<file path="config.mk">
export PLATFORM = sky130hd
export DESIGN_NAME = tbd_timer
export DESIGN_NICKNAME = d
export VERILOG_FILES = /design/src/tbd_pkg.sv /design/src/tbd_timer.sv /design/src/tbd_edge_tap.sv
export SDC_FILE = /design/constraint.sdc
export NUM_CORES = 1
export LEC_CHECK = 0
export ABC_AREA = 1
export BUFFER_PORTS_ARGS = -buffer_cell sky130_fd_sc_hd__buf_2
export CAP_MARGIN = 20
export CORE_MARGIN = 2
export CORE_UTILIZATION = 41
export DETAILED_ROUTE_END_ITERATION = 12
export PLACE_DENSITY = 0.84
export SYNTH_ARGS = -nofsm -noshare
export SYNTH_HDL_FRONTEND = slang
export SYNTH_HIERARCHICAL = 1
export SYNTH_SLANG_ARGS = --single-unit
</file>
<file path="constraint.sdc">
create_clock -name clk -period 1.8 [get_ports clk]
set_input_delay 0.36 -clock clk [delete_from_list [all_inputs] [get_ports clk]]
set_output_delay 0.36 -clock clk [all_outputs]
set_load 0.02 [all_outputs]
</file>
<file path="src/tbd_pkg.sv">
// tbd_pkg: shared constants for the time base timer and divider output block
package tbd_pkg;
    // ---------------------------------------------------------------
    // bus and register map
    // ---------------------------------------------------------------
    localparam int TBD_ADDR_W = 16;
    localparam int TBD_DATA_W = 32;
    localparam int TBD_IDX_W = 14;
    localparam logic [TBD_IDX_W-1:0] TBD_CTRL_INDEX = 14'h0036;
    localparam logic [TBD_IDX_W-1:0] TBD_STAT_INDEX = 14'h0037;
    localparam logic [7:0] TBD_CTRL_RESET = 8'h00;
    localparam logic [1:0] TBD_RESP_OKAY = 2'h0;
    localparam logic [1:0] TBD_RESP_SLVERR = 2'h2;

    // ---------------------------------------------------------------
    // control field positions
    // ---------------------------------------------------------------
    localparam int TBD_DVO_EN_BIT = 7;
    localparam int TBD_DVO_SEL_HI = 6;
    localparam int TBD_DVO_SEL_LO = 5;
    localparam int TBD_SLOW_BIT = 4;
    localparam int TBD_TBT_EN_BIT = 3;
    localparam int TBD_TBT_SEL_HI = 2;
    localparam int TBD_TBT_SEL_LO = 0;

    // ---------------------------------------------------------------
    // divider taps: bit k of a divider vector runs at clock/2^k
    // ---------------------------------------------------------------
    localparam int TBD_HF_W = 24;
    localparam int TBD_LF_W = 16;
    localparam logic [2:0] TBD_LS_TBT_CODES = 3'h2;
    localparam logic [4:0] TBD_TBT_HF_TAP [8] = '{5'h17, 5'h15, 5'h10, 5'h0e, 5'h0d, 5'h0c, 5'h0b, 5'h09};
    localparam logic [3:0] TBD_TBT_LF_TAP [8] = '{4'hf, 4'hd, 4'h8, 4'h6, 4'h5, 4'h4, 4'h3, 4'h1};
    localparam logic [4:0] TBD_DVO_HF_TAP [4] = '{5'h0d, 5'h0c, 5'h0b, 5'h0a};
    localparam logic [3:0] TBD_DVO_LF_TAP [4] = '{4'h5, 4'h4, 4'h3, 4'h2};
endpackage

</file>
<file path="src/tbd_timer.sv">
// tbd_timer: periodic tick timer and buzzer divider output behind an axi4-lite slave
//
// What this block does
// - one 8-bit control register, all zero at reset
// - enabled timer raises periodic interrupt; disabled, none
// - rate code picks high or low clock tap
// - low-speed modes: only codes 000, 001 work
// - rate and enable may be written together
// - interrupt on each falling edge of tap
// - enabling never clears the shared divider
// - buzzer gets half-duty square wave from tap
// - output enable bit gates the buzzer wave
// - buzzer rate code picks high or low tap
//
// Implementation choice: the AXI4-Lite register port.
`timescale 1ns/1ps
`default_nettype none
module tbd_timer (
    input wire logic clk,
    input wire logic rstn,
    input wire logic ce,
    input wire logic [tbd_pkg::TBD_HF_W-1:0] hf_div,
    input wire logic [tbd_pkg::TBD_LF_W-1:0] lf_div,
    input wire logic low_speed_mode,
    input wire logic awvalid,
    output logic awready,
    input wire logic [tbd_pkg::TBD_ADDR_W-1:0] awaddr,
    input wire logic wvalid,
    output logic wready,
    input wire logic [tbd_pkg::TBD_DATA_W-1:0] wdata,
    input wire logic [3:0] wstrb,
    output logic bvalid,
    input wire logic bready,
    output logic [1:0] bresp,
    input wire logic arvalid,
    output logic arready,
    input wire logic [tbd_pkg::TBD_ADDR_W-1:0] araddr,
    output logic rvalid,
    input wire logic rready,
    output logic [tbd_pkg::TBD_DATA_W-1:0] rdata,
    output logic [1:0] rresp,
    output logic tbt_irq,
    output logic buzzer_out_n
);
    import tbd_pkg::*;

    typedef struct packed {
        logic aw_full;
        logic [TBD_IDX_W-1:0] aw_idx;
        logic w_full;
        logic [7:0] w_byte;
        logic w_lane;
        logic bvalid;
        logic [1:0] bresp;
        logic rvalid;
        logic [7:0] rbyte;
        logic [1:0] rresp;
        logic [7:0] ctl;
        logic buz_n;
    } tbd_regs_s;

    tbd_regs_s s;
    tbd_regs_s next_s;

    logic tbt_enable;
    logic dvo_enable;
    logic slow_clk_select;
    logic [2:0] tbt_rate_sel;
    logic [1:0] dvo_rate_sel;
    logic tbt_use_lf;
    logic dvo_use_lf;
    logic tbt_tap;
    logic dvo_tap;
    logic tbt_valid;
    logic tbt_run;
    logic tbt_level;
    logic tbt_fall;
    logic dvo_level;
    logic aw_fire;
    logic w_fire;
    logic ar_fire;
    logic wr_go;
    logic [TBD_IDX_W-1:0] ar_idx;
    logic [7:0] status;

    // ---------------------------------------------------------------
    // control fields
    // ---------------------------------------------------------------
    assign tbt_enable = s.ctl[TBD_TBT_EN_BIT];
    assign dvo_enable = s.ctl[TBD_DVO_EN_BIT];
    assign slow_clk_select = s.ctl[TBD_SLOW_BIT];
    assign tbt_rate_sel = s.ctl[TBD_TBT_SEL_HI:TBD_TBT_SEL_LO];
    assign dvo_rate_sel = s.ctl[TBD_DVO_SEL_HI:TBD_DVO_SEL_LO];

    // ---------------------------------------------------------------
    // tap selection from the free-running shared divider
    // ---------------------------------------------------------------
    // the divider is an input and never cleared here, so the first tick may come early
    assign tbt_use_lf = slow_clk_select | low_speed_mode;
    assign dvo_use_lf = slow_clk_select | low_speed_mode;
    assign tbt_tap = tbt_use_lf ? lf_div[TBD_TBT_LF_TAP[tbt_rate_sel]] : hf_div[TBD_TBT_HF_TAP[tbt_rate_sel]];
    assign dvo_tap = dvo_use_lf ? lf_div[TBD_DVO_LF_TAP[dvo_rate_sel]] : hf_div[TBD_DVO_HF_TAP[dvo_rate_sel]];
    // codes without a defined low-speed rate stay silent
    assign tbt_valid = !low_speed_mode || (tbt_rate_sel < TBD_LS_TBT_CODES);
    assign tbt_run = tbt_enable & tbt_valid;

    // tick edge detector
    tbd_edge_tap u_tbt_edge (
        .clk(clk),
        .rstn(rstn),
        .ce(ce),
        .en(tbt_run),
        .tap_in(tbt_tap),
        .level(tbt_level),
        .fall(tbt_fall)
    );

    // buzzer tap sampler
    tbd_edge_tap u_dvo_edge (
        .clk(clk),
        .rstn(rstn),
        .ce(ce),
        .en(dvo_enable),
        .tap_in(dvo_tap),
        .level(dvo_level),
        .fall()
    );

    assign status = {5'h00, low_speed_mode, s.buz_n, tbt_level};

    // ---------------------------------------------------------------
    // axi4-lite handshakes
    // ---------------------------------------------------------------
    // readies drop with ce so no beat is taken while state is frozen
    assign awready = ce & ~s.aw_full;
    assign wready = ce & ~s.w_full;
    assign arready = ce & ~s.rvalid;
    assign aw_fire = awvalid & awready;
    assign w_fire = wvalid & wready;
    assign ar_fire = arvalid & arready;
    assign wr_go = s.aw_full & s.w_full & ~s.bvalid;
    assign ar_idx = araddr[TBD_ADDR_W-1:2];

    // next-state logic: bus slave, control register and buzzer pin
    always_comb begin
        next_s = s;
        if (aw_fire) begin
            next_s.aw_full = 1'b1;
            next_s.aw_idx = awaddr[TBD_ADDR_W-1:2];
        end
        if (w_fire) begin
            next_s.w_full = 1'b1;
            next_s.w_byte = wdata[7:0];
            next_s.w_lane = wstrb[0];
        end
        if (s.bvalid && bready) begin
            next_s.bvalid = 1'b0;
        end
        if (wr_go) begin
            next_s.aw_full = 1'b0;
            next_s.w_full = 1'b0;
            next_s.bvalid = 1'b1;
            next_s.bresp = TBD_RESP_OKAY;
            if (s.aw_idx == TBD_CTRL_INDEX) begin
                if (s.w_lane) begin
                    next_s.ctl = s.w_byte;
                end
            end else if (s.aw_idx != TBD_STAT_INDEX) begin
                next_s.bresp = TBD_RESP_SLVERR;
            end
        end
        if (s.rvalid && rready) begin
            next_s.rvalid = 1'b0;
        end
        if (ar_fire) begin
            next_s.rvalid = 1'b1;
            next_s.rresp = TBD_RESP_OKAY;
            if (ar_idx == TBD_CTRL_INDEX) begin
                next_s.rbyte = s.ctl;
            end else if (ar_idx == TBD_STAT_INDEX) begin
                next_s.rbyte = status;
            end else begin
                next_s.rbyte = 8'h00;
                next_s.rresp = TBD_RESP_SLVERR;
            end
        end
        // active-low pin: drives the inverted tap, rests high when disabled
        next_s.buz_n = dvo_enable ? ~dvo_level : 1'b1;
    end

    // state register, frozen while ce is low
    always_ff @(posedge clk) begin
        if (!rstn) begin
            s <= '0;
            s.ctl <= TBD_CTRL_RESET;
            s.buz_n <= 1'b1;
        end else if (ce) begin
            s <= next_s;
        end
    end

    // ---------------------------------------------------------------
    // outputs
    // ---------------------------------------------------------------
    assign bvalid = s.bvalid;
    assign bresp = s.bresp;
    assign rvalid = s.rvalid;
    assign rresp = s.rresp;
    assign rdata = {24'h000000, s.rbyte};
    assign tbt_irq = tbt_fall;
    assign buzzer_out_n = s.buz_n;

    // ---------------------------------------------------------------
    // assertions
    // ---------------------------------------------------------------
    ctrl_reset_a: assert property (@(posedge clk) !rstn |=> s.ctl == TBD_CTRL_RESET)
        else $error("control register not cleared by reset");

    ctrl_write_a: assert property (@(posedge clk) disable iff (!rstn)
        (ce && wr_go && s.aw_idx == TBD_CTRL_INDEX && s.w_lane) |=> s.ctl == $past(s.w_byte))
        else $error("control write not stored");

    irq_off_a: assert property (@(posedge clk) disable iff (!rstn)
        (ce && !tbt_enable) |=> !tbt_irq)
        else $error("tick while timer disabled");

    ls_code_a: assert property (@(posedge clk) disable iff (!rstn)
        (ce && low_speed_mode && tbt_rate_sel >= TBD_LS_TBT_CODES) |=> !tbt_irq)
        else $error("tick on undefined low-speed code");

    irq_edge_a: assert property (@(posedge clk) disable iff (!rstn)
        (tbt_irq && $past(ce) && $past(ce, 2)) |-> ($past(tbt_tap) == 1'b0 && $past(tbt_tap, 2) == 1'b1))
        else $error("tick without falling tap edge");

    irq_pulse_a: assert property (@(posedge clk) disable iff (!rstn)
        (tbt_irq && ce) |=> !tbt_irq)
        else $error("tick longer than one cycle");

    buz_idle_a: assert property (@(posedge clk) disable iff (!rstn)
        (ce && !dvo_enable) |=> buzzer_out_n)
        else $error("buzzer pin active while disabled");

    buz_follow_a: assert property (@(posedge clk) disable iff (!rstn)
        (ce && dvo_enable) ##1 (ce && dvo_enable) |=> buzzer_out_n == !$past(dvo_tap, 2))
        else $error("buzzer pin not following tap");

    bresp_hold_a: assert property (@(posedge clk) disable iff (!rstn)
        (bvalid && !bready) |=> (bvalid && $stable(bresp)))
        else $error("write response dropped early");

    rd_unmapped_a: assert property (@(posedge clk) disable iff (!rstn)
        (ar_fire && ar_idx != TBD_CTRL_INDEX && ar_idx != TBD_STAT_INDEX) |=> (rvalid && rresp == TBD_RESP_SLVERR))
        else $error("unmapped read not refused");

    // ---------------------------------------------------------------
    // tick, bus and clock-enable assertions
    // ---------------------------------------------------------------
    // arming lags the enable, so the cycle after enabling carries no tick
    tick_arm_a: assert property (@(posedge clk) disable iff (!rstn)
        (ce && $past(ce) && $rose(tbt_run)) |=> !tbt_irq)
        else $error("tick right after enabling");

    // a fresh tick needs the timer running on the edge that made it
    irq_enable_a: assert property (@(posedge clk) disable iff (!rstn)
        (tbt_irq && $past(ce)) |-> $past(tbt_run))
        else $error("tick raised while timer not running");

    // a control read returns the register as it stood when taken
    rd_ctrl_a: assert property (@(posedge clk) disable iff (!rstn)
        (ar_fire && ar_idx == TBD_CTRL_INDEX) |=> (rvalid && rresp == TBD_RESP_OKAY && rdata == {24'h000000, $past(s.ctl)}))
        else $error("control read data wrong");

    // the read answer follows the address handshake by one cycle
    rd_next_a: assert property (@(posedge clk) disable iff (!rstn)
        ar_fire |=> rvalid)
        else $error("read answer missing");

    // writes elsewhere leave the control register alone
    wr_keep_a: assert property (@(posedge clk) disable iff (!rstn)
        (ce && wr_go && s.aw_idx != TBD_CTRL_INDEX) |=> s.ctl == $past(s.ctl))
        else $error("control changed by foreign write");

    // an unmapped write is answered with a slave error
    wr_refuse_a: assert property (@(posedge clk) disable iff (!rstn)
        (ce && wr_go && s.aw_idx != TBD_CTRL_INDEX && s.aw_idx != TBD_STAT_INDEX) |=> (bvalid && bresp == TBD_RESP_SLVERR))
        else $error("unmapped write not refused");

    // every executed write raises its response
    wr_resp_a: assert property (@(posedge clk) disable iff (!rstn)
        (ce && wr_go) |=> bvalid)
        else $error("write response missing");

    // clock enable low freezes the whole register state
    state_freeze_a: assert property (@(posedge clk) disable iff (!rstn)
        !ce |=> $stable(s))
        else $error("state moved while clock enable low");

    // no beat can be taken while the state is frozen
    ready_off_a: assert property (@(posedge clk) disable iff (!rstn)
        !ce |-> (!awready && !wready && !arready))
        else $error("ready raised while clock enable low");
endmodule
`default_nettype wire

</file>
<file path="src/tbd_edge_tap.sv">
// tbd_edge_tap: samples one divider tap and flags its falling edges
`timescale 1ns/1ps
`default_nettype none
module tbd_edge_tap (
    input wire logic clk,
    input wire logic rstn,
    input wire logic ce,
    input wire logic en,
    input wire logic tap_in,
    output logic level,
    output logic fall
);
    import tbd_pkg::*;

    typedef struct packed {
        logic cur;
        logic armed;
        logic fall;
    } tbd_edge_s;

    tbd_edge_s s;
    tbd_edge_s next_s;

    // ---------------------------------------------------------------
    // edge detection
    // ---------------------------------------------------------------
    // armed lags enable by one cycle so a tap swapped in the enabling write cannot fake an edge
    always_comb begin
        next_s = s;
        next_s.cur = tap_in;
        next_s.armed = en;
        next_s.fall = en & s.armed & s.cur & ~tap_in;
    end

    // state register, frozen while ce is low
    always_ff @(posedge clk) begin
        if (!rstn) begin
            s <= '0;
        end else if (ce) begin
            s <= next_s;
        end
    end

    assign level = s.cur;
    assign fall = s.fall;
endmodule
`default_nettype wire

</file>
==> implementation parameters <==
Parameter                              Value

Clocking
  Clock slew at reported path FFs    about 0.10 ns
  Skew-Pair Late Insertion Delay    a little over 0.3 ns
  CTS Root Buffer Type    clkbuf_8
  TritonCTS Buffers    5
  Hold bufs inserted after CTS    0
  Clock sink count    50
  Count of H-tree levels built during CTS    2
  Max Root-Sink Buffers    2
  CTS tree    done

Power
  Total chip power    about 2.4 mW
  Part of the power in the clock network    between 30% and 40%
  Power share of the sequential group    between 40 and 50%
  Net Sw Power    around 0.7 mW
  Switching power as a share of total power    around 28%
  Int Pwr    ~1.7 mW
  VDD IR-drop max    roughly 0.45 mV
  Power density over the cells    654 nW/um^2
  Share of power burned in combinational logic    between 10% and 20%
  LEAKAGE    1.88 nW

Synth
  Yosys Warn Count    6
  Avg Inst Size Synth    just under 7 um^2
  Instance count of the mapped netlist    around 440
  Combined area of all synthesized cells    about 3000 um^2

Critical path
  Cell at the slowest stage of the critical path    dfxtp_2
  CP Class    reg -> reg
  Critical Path Start Type    register
  Kind of capture point of the worst setup path    register
  Largest stage delay on the critical path    0.35 ns
  Data arrival at the endpoint of the critical path    a little over 2 ns
  Cells along the critical path    buf_6, ha_4, nand2_8, buf_16, nand3_1, nand3_2, nand2_1, nand2_1, nand3_1, nand2_1, nand2_1, nand2_2, nor2_2, nand2_1, a21oi_2
  Required time at the endpoint of the critical path    between 2 and 2.5 ns
  Maximum fanout along the worst path    6
  Most frequent CP cell    nand2_1

Die
  Placement row count    31
  Die W    89.4 um
  Overall die area    around 8000 um^2
  Core area    7180 um^2
  IO Pins    160
  Vertical die dimension    89.4 um
  Starting utilization of the core area    41.7%

Placed design
  Minimum setup slack after placement    -0.0722 ns
  Final Wtd Congestion    around 0.9
  Total of buffers placed on input and output ports    94
  Placed cell count    between 600 and 700
  HPWL after detailed placement    5440 um

Global route
  Via count of the first global-routing pass    approximately 2,600
  Global-route congestion overflow total    0
  Wire length of the first global-routing pass    11,300 um
  Tot GR Track Use    17.7%
  Largest net degree at the start of global routing    22
  Antenna violations before repair    0

Routing
  Antenna Violating Nets Remaining    0
  Detail-routed net length per standard cell    around 11 um
  First-pass DRT Iterations    4
  Vias per Instance    4.70
  Routed WL    a little over 7000 um
  Residual DRC    0
  Overall via count from detail_route    roughly 3,000
  Number of DRC markers in iteration 0    174

Final layout
  Filler cells    705
  Non-filler cells in the finished layout    626
  Antenna cell count    0
  Area Growth Syn to Fin    23.0%
  Layout cells sized above 1    29.0%
  Nets    between 600 and 700

Timing
  Max Clock Freq    567 MHz
  Setup total negative slack    0 ns
  Number of endpoints failing setup at the final stage    0
  Fin crit share    98.0%
  RSZ-0062 raised after global routing    true
  Final Hold Viols    0
  Max-slew violation count    0
  Final min period    approximately 1.8 ns
  Fin worst setup slack    0.0362 ns
  Final Skew    around 0.004 ns

Worst hold path
  Class of the worst hold path    in -> reg

Outcome
  Status    finished, final reports clean

Flow run
  Max-cap violation count    0
metrics by stage:
step                      utilization [%]  instance area [um^2]  hold WS [ns]
final                                51.3                  3680         0.306
after global routing                 51.3                  3680         0.292
after CTS                            50.8                  3640         0.298
after detailed placement             47.9                  3440         0.451
after global placement               47.9                  3440         0.430
after floorplan                         -                  3090         0.423
placed cells by master, fill, tap and decap left out, types with 3 or more instances in the layout:
cell type  instances
nor2_1            30
clkbuf_8           5
nand2_1           88
nand3_1           54
inv_1             47
dfxtp_1           47
o21a_1             4
buf_2             94
nand2_2            3
buf_4             12
conb_1            26
nor2_4             4
nor3_2             3
nand3b_1           4
nand4_1            5
o21ai_1            4
inv_2              5
o21ai_0           17
a21oi_1           39
what timing repair did:
action,4_1_cts,5_1_grt
buffers inserted,0,0
gates cloned,1,0
setup endpoints to repair,1,2
resized for setup,17,8
pin swaps,11,6
power groups by stage:
stage	sequential [mW]	clock (mW)	combinational, mW
after floorplan	1.21	0	0.303
after global placement	1.21	0	0.382
after detailed placement	1.21	0	0.392
after CTS	1.18	0.840	0.395
after global routing	1.19	0.880	0.445
final	1.18	0.832	0.394
worst paths after layout:
| path | cells after the start | to | slack (ns) | start |
|---|---|---|---|---|
| max | 15 | u_tbt_edge/fall | 0.04 | s[1] |
| min reg2reg | 2 | s[45] | 0.46 | s[45] |
| min | 3 | s[34] | 0.31 | awaddr[3] |
| max reg2reg | 15 | u_tbt_edge/fall | 0.04 | s[1] |
worst max-delay path, delay by kind of cell (launching register included):
family | cells | cell delay (ns)
adder cells (fa/ha/maj) | 1 | 0.17
AND/OR/NAND/NOR | 11 | 0.79
AO/OA/AOI/OAI | 1 | 0.12
buffers and inverters | 2 | 0.25
flip-flops | 1 | 0.35
state kept, by name, summed over array words and instances (netlist names):
name,flops
bresp,1
buzzer_out_n,1
u_dvo_edge/level,1
s,30
dvo_enable,1
rdata,8
u_tbt_edge/fall,1
dvo_rate_sel,2
rvalid,1
rresp,1
u_tbt_edge/s,1
u_tbt_edge/level,1
bvalid,1
area by class of cell:
type	count	area [um^2]	area share (%)
multi-input combinational	304	1590	43.2
sequential	50	1010	27.4
timing repair buffer	110	631	17.1
inverter	55	210	5.71
tap	99	124	3.37
clock buffer	5	68.8	1.87
clock inverter	3	47.5	1.29
layer usage:
metal | wire length, um | vias up | global-route usage, %
li1 | - | 1520 | -
met1 | 3070 | 1314 | 21.4
met2 | 3550 | 103 | 32.0
met3 | 541 | 4 | 4.34
met4 | 26 | 0 | 3.39
met5 | 0 | - | 0
No activity file was read; power rests on OpenSTA's default activity.
